<file path="src/smc_pkg.sv">
// Constants, field layouts and carrier types of the serializer mode and clock config bank
package smc_pkg;

   localparam logic [7:0] SMC_ADDR_MODE = 8'h03;
   localparam logic [7:0] SMC_ADDR_BC = 8'h04;
   localparam logic [7:0] SMC_ADDR_CLK = 8'h05;

   // Operating mode select layout
   localparam int SMC_RSV7_BIT = 7;
   localparam int SMC_STRAP6_BIT = 6;
   localparam int SMC_RSV5_BIT = 5;
   localparam int SMC_OVR_BIT = 4;
   localparam int SMC_DONE_BIT = 3;
   localparam int SMC_MODE_LSB = 0;
   localparam int SMC_MODE_W = 3;

   // Backchannel video mode select layout
   localparam int SMC_RAW10_BIT = 2;
   localparam int SMC_RAW12_BIT = 1;
   localparam int SMC_BLOCK_BIT = 0;

   // Reference clock control layout
   localparam int SMC_DIV_LSB = 4;
   localparam int SMC_DIV_W = 3;
   localparam int SMC_OSC_BIT = 3;

   // Reset values
   localparam logic SMC_RSV7_RST = 1'b0;
   localparam logic SMC_RSV5_RST = 1'b0;
   localparam logic SMC_OVR_RST = 1'b0;
   localparam logic SMC_DONE_RST = 1'b0;
   localparam logic [7:0] SMC_BC_RST = 8'h00;
   localparam logic [7:0] SMC_CLK_RST = 8'h03;

   // Mode codes
   localparam logic [2:0] SMC_MODE_CSI_SYNC = 3'h0;
   localparam logic [2:0] SMC_MODE_RSVD = 3'h1;
   localparam logic [2:0] SMC_MODE_CSI_EXT = 3'h2;
   localparam logic [2:0] SMC_MODE_CSI_AON = 3'h3;
   localparam logic [2:0] SMC_MODE_PAR_EXT = 3'h5;

   // Reference divider codes and ratios
   localparam logic [2:0] SMC_DIV1 = 3'h0;
   localparam logic [2:0] SMC_DIV2 = 3'h1;
   localparam logic [2:0] SMC_DIV4 = 3'h2;
   localparam logic [2:0] SMC_DIV8 = 3'h3;
   localparam logic [3:0] SMC_RATIO1 = 4'h1;
   localparam logic [3:0] SMC_RATIO2 = 4'h2;
   localparam logic [3:0] SMC_RATIO4 = 4'h4;
   localparam logic [3:0] SMC_RATIO8 = 4'h8;

   typedef struct packed {
      logic wr;
      logic rd;
      logic remote;
      logic [7:0] addr;
      logic [7:0] wdata;
   } smc_reg_req_t;

   typedef struct packed {
      logic csi_sync;
      logic csi_nonsync_ext;
      logic csi_nonsync_aon;
      logic parallel_ext;
      logic reserved;
   } smc_mode_dec_t;

   typedef struct packed {
      logic pdb_q;
      logic [2:0] strap_mode;
      logic strap_b6;
      logic mode_done;
      logic mode_override;
      logic [2:0] reg_mode;
      logic rsv7;
      logic rsv5;
      logic [7:0] bc_reg;
      logic [7:0] clk_reg;
      logic [2:0] eff_mode;
      smc_mode_dec_t dec;
      logic [3:0] div_ratio;
      logic div_rsvd;
      logic [7:0] rdata;
      logic rvalid;
   } smc_state_t;

endpackage

</file>
<file path="src/smc_config_regs.sv">
// Mode, backchannel video mode and reference clock configuration registers
module smc_config_regs
   import smc_pkg::*;
(
   input wire logic CLK_I,
   input wire logic RST_N_I,
   input wire logic CE_I,
   input wire smc_reg_req_t REQ_I,
   input wire logic LCL_WR_DIS_I,
   input wire logic POWER_DOWN_BAR_I,
   input wire logic [2:0] STRAP_MODE_I,
   input wire logic STRAP_RSVD_I,
   input wire logic RX_LOCK_I,
   input wire logic BC_LOAD_I,
   input wire logic BC_RAW10_I,
   input wire logic BC_RAW12_I,
   output logic [7:0] RDATA_O,
   output logic RVALID_O,
   output logic [2:0] MODE_O,
   output smc_mode_dec_t MODE_DEC_O,
   output logic MODE_DONE_O,
   output logic RAW10_PARALLEL_SELECT_O,
   output logic RAW12_PARALLEL_SELECT_O,
   output logic [3:0] REF_DIV_RATIO_O,
   output logic REF_DIV_RSVD_O,
   output logic OSC_RANGE_HI_O
);

   smc_state_t s;
   smc_state_t next_s;
   logic wr_ok;
   logic hit_mode;
   logic hit_bc;
   logic pdb_rise;
   logic [2:0] wr_mode;

   // Remote writes are dropped when local write protection is on
   assign wr_ok = REQ_I.wr && !(REQ_I.remote && LCL_WR_DIS_I);
   assign hit_mode = wr_ok && (REQ_I.addr == SMC_ADDR_MODE);
   assign hit_bc = wr_ok && (REQ_I.addr == SMC_ADDR_BC);
   assign pdb_rise = POWER_DOWN_BAR_I && !s.pdb_q;
   assign wr_mode = REQ_I.wdata[SMC_MODE_LSB +: SMC_MODE_W];

   always_comb begin
      next_s = s;
      next_s.rvalid = 1'b0;
      next_s.pdb_q = POWER_DOWN_BAR_I;

      // Strap sampled on the release edge; done drops while held in power-down
      if (pdb_rise) begin
         next_s.strap_mode = STRAP_MODE_I;
         next_s.strap_b6 = STRAP_RSVD_I;
         next_s.mode_done = 1'b1;
      end else if (!POWER_DOWN_BAR_I) begin
         next_s.mode_done = 1'b0;
      end

      if (wr_ok) begin
         unique case (REQ_I.addr)
            SMC_ADDR_MODE: begin
               next_s.rsv7 = REQ_I.wdata[SMC_RSV7_BIT];
               next_s.rsv5 = REQ_I.wdata[SMC_RSV5_BIT];
               next_s.mode_override = REQ_I.wdata[SMC_OVR_BIT];
               // Mode field only accepted together with the override bit
               if (REQ_I.wdata[SMC_OVR_BIT]) begin
                  next_s.reg_mode = wr_mode;
               end
            end
            SMC_ADDR_BC: begin
               next_s.bc_reg = REQ_I.wdata;
            end
            SMC_ADDR_CLK: begin
               next_s.clk_reg = REQ_I.wdata;
            end
            default: begin
            end
         endcase
      end

      // Control channel load wins over a same-cycle write when RX is locked, unless blocked
      if (BC_LOAD_I && RX_LOCK_I && !next_s.bc_reg[SMC_BLOCK_BIT]) begin
         next_s.bc_reg[SMC_RAW10_BIT] = BC_RAW10_I;
         next_s.bc_reg[SMC_RAW12_BIT] = BC_RAW12_I;
      end

      next_s.eff_mode = next_s.mode_override ? next_s.reg_mode : next_s.strap_mode;

      next_s.dec = '0;
      unique case (next_s.eff_mode)
         SMC_MODE_CSI_SYNC: next_s.dec.csi_sync = 1'b1;
         SMC_MODE_CSI_EXT: next_s.dec.csi_nonsync_ext = 1'b1;
         SMC_MODE_CSI_AON: next_s.dec.csi_nonsync_aon = 1'b1;
         SMC_MODE_PAR_EXT: next_s.dec.parallel_ext = 1'b1;
         default: next_s.dec.reserved = 1'b1;
      endcase

      // Reserved divider codes give no ratio rather than a guess
      next_s.div_rsvd = 1'b0;
      unique case (next_s.clk_reg[SMC_DIV_LSB +: SMC_DIV_W])
         SMC_DIV1: next_s.div_ratio = SMC_RATIO1;
         SMC_DIV2: next_s.div_ratio = SMC_RATIO2;
         SMC_DIV4: next_s.div_ratio = SMC_RATIO4;
         SMC_DIV8: next_s.div_ratio = SMC_RATIO8;
         default: begin
            next_s.div_ratio = 4'h0;
            next_s.div_rsvd = 1'b1;
         end
      endcase

      if (REQ_I.rd) begin
         next_s.rvalid = 1'b1;
         unique case (REQ_I.addr)
            SMC_ADDR_MODE: next_s.rdata = {s.rsv7, s.strap_b6, s.rsv5, s.mode_override,
                                            s.mode_done, s.eff_mode};
            SMC_ADDR_BC: next_s.rdata = s.bc_reg;
            SMC_ADDR_CLK: next_s.rdata = s.clk_reg;
            default: next_s.rdata = 8'h00;
         endcase
      end
   end

   always_ff @(posedge CLK_I) begin
      if (!RST_N_I) begin
         s <= '0;
         s.rsv7 <= SMC_RSV7_RST;
         s.rsv5 <= SMC_RSV5_RST;
         s.mode_override <= SMC_OVR_RST;
         s.mode_done <= SMC_DONE_RST;
         s.bc_reg <= SMC_BC_RST;
         s.clk_reg <= SMC_CLK_RST;
         s.eff_mode <= SMC_MODE_CSI_SYNC;
         s.dec.csi_sync <= 1'b1;
         s.div_ratio <= SMC_RATIO1;
      end else if (CE_I) begin
         s <= next_s;
      end
   end

   assign RDATA_O = s.rdata;
   assign RVALID_O = s.rvalid;
   assign MODE_O = s.eff_mode;
   assign MODE_DEC_O = s.dec;
   assign MODE_DONE_O = s.mode_done;
   assign RAW10_PARALLEL_SELECT_O = s.bc_reg[SMC_RAW10_BIT];
   assign RAW12_PARALLEL_SELECT_O = s.bc_reg[SMC_RAW12_BIT];
   assign REF_DIV_RATIO_O = s.div_ratio;
   assign REF_DIV_RSVD_O = s.div_rsvd;
   assign OSC_RANGE_HI_O = s.clk_reg[SMC_OSC_BIT];
endmodule

</file>
<file path="config.mk">
export PLATFORM = sky130hd
export DESIGN_NAME = smc_config_regs
export DESIGN_NICKNAME = d
export VERILOG_FILES = /design/src/smc_pkg.sv /design/src/smc_config_regs.sv
export SDC_FILE = /design/constraint.sdc
export NUM_CORES = 1
export LEC_CHECK = 0
export ABC_AREA = 1
export BUFFER_PORTS_ARGS = -buffer_cell sky130_fd_sc_hd__buf_2
export CORE_ASPECT_RATIO = 1.4
export CORE_MARGIN = 2
export CORE_UTILIZATION = 54
export DETAILED_ROUTE_END_ITERATION = 8
export PLACE_DENSITY = 0.8
export SETUP_SLACK_MARGIN = 0.05
export SLEW_MARGIN = 0
export SYNTH_ARGS = -nofsm -noshare
export SYNTH_HDL_FRONTEND = slang
export SYNTH_SLANG_ARGS = --single-unit
</file>
<file path="constraint.sdc">
create_clock -name CLK_I -period 1.5 [get_ports CLK_I]
set_clock_uncertainty 0.1 [all_clocks]
set_input_delay 0.15 -clock CLK_I [delete_from_list [all_inputs] [get_ports CLK_I]]
set_output_delay 0.15 -clock CLK_I [all_outputs]
set_load 0.01 [all_outputs]
</file>
==> results of run 1 <==
==> layout by cell type, fill, tap and decap left out, drive strengths merged, types with 2 or more instances in the layout <==
master / n
a211oi: 2
o21ai: 35
a21oi: 42
clkinv: 2
nand2: 97
nor3: 8
nor2: 27
inv: 37
buf: 78
nand3: 20
dfxtp: 50
clkbuf: 5
o211ai: 5
==> cells in the mapped netlist, drive strengths merged <==
master and n:
nor2 27, a31oi 1, a21oi 42, dfxtp 50, o211ai 5, buf 26, nand2 97, nor3 8
clkbuf 7, nand4 1, nand3b 1, nand3 20, inv 36, and2 1, clkinv 1, o21a 1
o21ai 35, a211oi 2
==> what timing repair did <==
item	CTS	global route
hold buffers	0	0
setup endpoints to repair	5	8
pin swaps	0	2
gates cloned	0	0
gates resized for setup	3	11
==> worst paths after layout <==
path	startpoint	to	slack, ns	cells past startpoint
setup reg to reg	s[49]	MODE_DEC_O[0]	0.13	9
hold reg to reg	s[36]	s[36]	0.36	2
hold / removal	REQ_I[7]	s[39]	0.006	3
setup / recovery	s[49]	MODE_DEC_O[0]	0.13	9
==> per-stage QoR <==
step,cells,instance area [um2],utilization
global route,476,3090,0.671
detailed placement,468,2960,0.643
global placement,468,2960,0.643
finish,476,3090,0.671
CTS,476,3060,0.664
floorplan,361,2610,-
==> worst max-delay path, cell delays in order (launching register included) <==
cell and delay, ns:
dfxtp_1 0.34, inv_2 0.05, nand2_2 0.11, nand2_1 0.06, o21ai_1 0.11, nand3_1 0.15
nand2_4 0.13, inv_2 0.05, a21oi_2 0.12, nor2_2 0.05
==> final cells by class <==
| type | count | area (um2) | share of cell area |
|---|---|---|---|
| clock inverter | 3 | 25.0 | 0.00809 |
| sequential | 50 | 1000 | 0.324 |
| inverter | 37 | 144 | 0.0465 |
| clock buffer | 5 | 68.8 | 0.0222 |
| multi-input combinational | 241 | 1280 | 0.415 |
| tap | 62 | 77.6 | 0.0251 |
| timing repair buffer | 78 | 493 | 0.159 |
==> metal layers <==
metal  routed length [um]  up-vias
met5                    0        -
li1                     -     1253
met2                 3070       66
met1                 2570     1104
met3                  242       18
met4                  193        0
==> state kept, by name (all words and copies together), names as in the netlist, 3 cells and up <==
signal,flops
REF_DIV_RATIO_O,4
RDATA_O,8
MODE_DEC_O,5
MODE_O,3
s,24
==> logic make-up after synthesis <==
logic type             synth area share
AOI/OAI and AO/OA                 0.182
buffers and inverters             0.139
DFF                               0.384
and+or+nand+nor                   0.296
==> power by group through the flow <==
stage / Clock (W) / Sequential [W] / Combinational [W]
2_1_floorplan: 0 / 0.00142 / 0.000250
3_3_place_gp: 0 / 0.00142 / 0.000370
3_5_place_dp: 0 / 0.00142 / 0.000379
4_1_cts: 0.000823 / 0.00139 / 0.000383
5_1_grt: 0.000872 / 0.00140 / 0.000446
6_report: 0.000813 / 0.00139 / 0.000401
==> metrics.cfg, run 1 <==
[global_routing]
grt_pass1_wl_um = 10300
grt_use_met2 = 0.424
grt_max_degree = 25
met1_usage = 0.271
gr-total-overflow = 0
globalRouteMet3Util = 0.0429
antenna_found_initial = 0
grt_pass1_vias = 2380
grt_usage = 0.236
grt_busiest_layer = met2

[setup_path]
cp.required_ns = 1.62
cp.arrival_ns = 1.49
cp-start-kind = flip-flop
end_kind = flip-flop
worstSetupPathType = reg -> reg
crit_fanout = 5

[route]
drc = 0
via_per_inst = 5.13
vias = 2441
wl_um = 6080
initialDrtViolationCount = 121
drtAntennaViolNets = 0
drt-pass1-iter-count = 4
post_drt_wl_per_cell_um = 12.8

[power_and_ir_drop]
pwr-share-clk = 0.312
comb_power_share = 0.154
p_total_w = 0.00261
peakVddDrop_v = 0.000531
intPower_w = 0.00186
power_frac_seq = 0.534
switchingPower_w = 0.000742
switching_share = 0.285
power_leakage_nw = 1.42
pwr_density_cell_nw_per_um2 = 842

[clock_network]
clockRootBuffer = clkbuf_8
clk_latency_ns = 0.31
clk_pin_slew_ns = 0.10
cts_tree = built
postCtsSetupBuffers = 0
htreeDepth = 2
cts_buffer_depth = 2
cts_sinks = 50
cts_made_buffers = 5

[floorplan]
io_pins = 58
dieArea_um2 = 5410
start_util = 0.566
floorplan.die.height_um = 86.2
core_um2 = 4610
die_w_um = 62.7
rows = 29

[logic_synthesis]
synthCells = 361
synth_area_leaders = dfxtp_1 (38%), nand2_1 (12%), a21oi_1 (7.3%)
ys_ff_latch = 50
ys_warn_count = 0
ys_types = 34
synth_top_area_frac = 0.384
avgSynthCellArea_um2 = 7.23
ys_seq_area_frac = 0.384
yosysTopAreaCell = dfxtp_1
syn_area_um2 = 2610
synth_nets = 393

[timing]
slew_headroom = 0.786
fmaxAchievable_ghz = 0.731
finalMaxSlewViolations = 0
tns_ns = 0
fin_crit_sh = 0.912
timing_hold_violations_final = 0
timing.final.ws_setup_ns = 0.132
rsz0062_at_grt = yes
whs_ns = 0.00642
worst_slew_pin_slew_ns = 0.320
finalSetupViolCount = 0
fin_crit_ns = 1.37

[place]
post-place-ws_ns = -0.127
globalplace.congestion = 0.894
dp_hpwl_um = 4670
port_buffers = 57

[finish]
drive_gt1_frac = 0.324
final_nets = 445
diodes = 0
area_delta_synth_final_pct = 18.6
fill_cells = 426

[min_path]
hold_path_class = in -> reg

[flow_run]
maxCapViolations = 0

[status]
status = completed

Power figures use the tool's default switching activity.
==> inputs of run 2 (changes only) <==
ABC_AREA = 0   (was 1)
PLACE_DENSITY = 0.79   (was 0.8)
TNS_END_PERCENT = 5   (was unset)
==> metrics.cfg, run 2 <==
[setup_path]
cp-start-kind = flip-flop
reg2reg_depth = 5  ; -4
cp.arrival_ns = 2.03  ; +0.54 ns
cp.required_ns = 1.64  ; +0.02 ns
crit_fanout = 6  ; +1
critical_path.startpoint = s[49]
worstSetupPathType = reg -> reg
worstPathCellList = or4bb_1 -> o311ai_1 -> mux2i_1 -> or4b_1 -> a21boi_1
cp_top_family = simple AND/OR/NAND/NOR gates
reg2reg_from = s[49]
cp_slowest_stage_delay_ns = 0.51  ; +0.17 ns
end_kind = flip-flop
worstSetupPathDepth = 5  ; -4
cp_slowest_cell = or4b_1
cp.buffers_inverters = 0  ; -2

[finish]
multiInputGateArea_um2 = 1480  ; +15%
drive_gt1_frac = 0.351  ; +0.0275
regMostFlops = s
diodes = 0  ; unchanged
final_nets = 405  ; -9.0%
fin_cells = 437  ; -8.2%
seq_area_um2 = 1000  ; +0.25%
fill_cells = 403  ; -5.4%
area_delta_synth_final_pct = 24.8
final_cell_mix = nand2_1 (56), buf_2 (55), dfxtp_1 (49), buf_4 (41)
largest_reg_flops = 24  ; unchanged
layout_commonest_cell = nand2_1

[logic_synthesis]
avgSynthCellArea_um2 = 8.78  ; +21%
ys_warn_count = 0  ; unchanged
ys_seq_area_frac = 0.379  ; -0.00491
ys_types = 45  ; +32%
synthCells = 301  ; -17%
ys_ff_latch = 50  ; unchanged
synth-main-ff-cell = dfxtp_1
ys_async_sr_fraction = 0  ; unchanged
synth_edf_count = 0  ; unchanged
yosysMostFrequentCell = nand2_1
synth_nets = 333  ; -15%
synth_commonest_cells = nand2_1 (57), dfxtp_1 (50), mux2i_1 (21), nor2b_1 (21), buf_4 (20)
syn_area_um2 = 2640  ; +1.3%
synth_top_area_frac = 0.379  ; -0.00491
yosysTopAreaCell = dfxtp_1
synth_area_leaders = dfxtp_1 (38%), nand2_1 (8.1%), mux2i_1 (8.0%)

[floorplan]
core_um2 = 4770  ; +3.4%
dieArea_um2 = 5480  ; +1.2%
floorplan.die.height_um = 86.8  ; +0.61%
rows = 30  ; +3.4%
start_util = 0.554  ; -0.0118
die_w_um = 63.1  ; +0.61%
io_pins = 58  ; unchanged

[timing]
timing.final.ws_setup_ns = -0.389  ; -0.521 ns
timing_hold_violations_final = 0  ; unchanged
whs_ns = 0.00238  ; -0.00404 ns
fin_crit_ns = 1.89  ; +0.521 ns
finalSetupViolCount = 14  ; +14
worst_slew_pin_slew_ns = 0.420  ; +0.100 ns
finalMaxSlewViolations = 0  ; unchanged
slew_headroom = 0.720  ; -0.0664
rsz0062_at_grt = yes
fin_crit_sh = 1.26  ; +0.348
fmaxAchievable_ghz = 0.529  ; -28%

[place]
post-place-ws_ns = -0.490  ; -0.363 ns
globalplace.congestion = 0.885  ; -0.96%
placed_cells = 428  ; -8.5%
dp_hpwl_um = 5130  ; +10%
port_buffers = 57  ; unchanged

[global_routing]
grt_pass1_vias = 2436  ; +2.4%
antenna_found_initial = 0  ; unchanged
grt_usage = 0.253  ; +0.0171
grt_pass1_wl_um = 10900  ; +6.0%
grt_max_degree = 26  ; +4.0%
gr-total-overflow = 0  ; unchanged

[route]
vias = 2435  ; -0.25%
wl_um = 6600  ; +8.6%
drtAntennaViolNets = 0  ; unchanged
drc = 0  ; unchanged
initialDrtViolationCount = 95  ; -21%
post_drt_wl_per_cell_um = 15.1  ; +18%
drt-pass1-iter-count = 7  ; +3
via_per_inst = 5.57  ; +8.7%

[power_and_ir_drop]
power_leakage_nw = 1.40  ; -1.5%
peakVddDrop_v = 0.000475  ; -11%
pwr_density_cell_nw_per_um2 = 765  ; -9.2%

[clock_network]
clk_pin_slew_ns = 0.09  ; about the same
cts_buffer_depth = 2  ; unchanged
htreeDepth = 2  ; unchanged
clockRootBuffer = clkbuf_8
cts_made_buffers = 5  ; unchanged
cts_sinks = 50  ; unchanged
cts_tree = built
clk_latency_ns = 0.30  ; about the same
hold_buffers = 0  ; unchanged

[min_path]
hold_start = REQ_I[3]
hold_path_class = in -> reg
whs_path_depth = 3  ; unchanged

[flow_run]
maxCapViolations = 0  ; unchanged

[status]
violations = setup timing
status = finished, violations left

==> run 2: cell types whose count changed after synthesis, sizes merged, moves of 5 or more <==
cell    delta
nand3     -13
a22oi      +8
clkbuf     +5
o21ai     -22
o311ai     +6
inv       -31
nor2b     +21
nor2      -18
nand2     -40
mux2i     +22
o211ai     -5
a21boi    +16
a21oi     -40
==> run 2: power by group <==
group / switching, W / internal, W
Combinational: 0.000202 / 0.000192
Clock: 0.000433 / 0.000319
Sequential: 0.0000226 / 0.00136
==> run 2: per-stage QoR <==
| step | setup TNS, ns | power (W) | utilization | cell area [um2] |
|---|---|---|---|---|
| 4_1_cts | -2.70 | 0.00253 | 0.682 | 3250 |
| 3_3_place_gp | -10.98 | 0.00176 | 0.652 | 3110 |
| 6_report | -2.42 | 0.00252 | 0.692 | 3300 |
| 2_1_floorplan | -3.26 | 0.00161 | - | 2650 |
| 3_5_place_dp | -12.42 | 0.00177 | 0.652 | 3110 |
| 5_1_grt | -4.21 | 0.00262 | 0.692 | 3300 |
==> run 2: cell families (layout without fill, tap and decap cells) <==
group,count (synthesis),count (layout),synth area share
buf+inv,40,112,0.0862
simple gates,129,129,0.275
mux,24,24,0.0947
compound gates,58,58,0.165
flops,50,50,0.379
==> run 2: cell type report <==
| type | count | area share |
|---|---|---|
| inverters | 5 | 0.00569 |
| repair buffers | 100 | 0.192 |
| clock buffers | 5 | 0.0209 |
| clock inverters | 2 | 0.00455 |
| multi-input cells | 211 | 0.448 |
| well taps | 64 | 0.0243 |
| flip-flops and latches | 50 | 0.305 |
==> run 2: path summary, 6_finish.rpt <==
kind                         to  slack (ns)
hold reg to reg           s[29]        0.36
hold / removal            s[33]       0.002
setup / recovery  MODE_DEC_O[3]       -0.39
setup reg to reg  MODE_DEC_O[3]       -0.39
==> run 2: metal layers <==
layer	global-route usage	vias to the layer above	wire (um)
met3	0.0494	21	279
met2	0.484	72	3590
met1	0.264	1150	2500
met4	0.115	0	227
li1	-	1192	-
met5	0	-	0
==> run 2: timing repair <==
item | in CTS | in global routing
setup endpoints to repair | 25 | 42
gates resized for setup | 16 | 15
pin swaps | 3 | 6
setup buffers | 1 | 1
==> run 2: worst min-delay path: cells and delay by family <==
kind,cells,cell delay [ns]
simple gates,1,0.04
compound gates,1,0.06
buf+inv,1,0.10
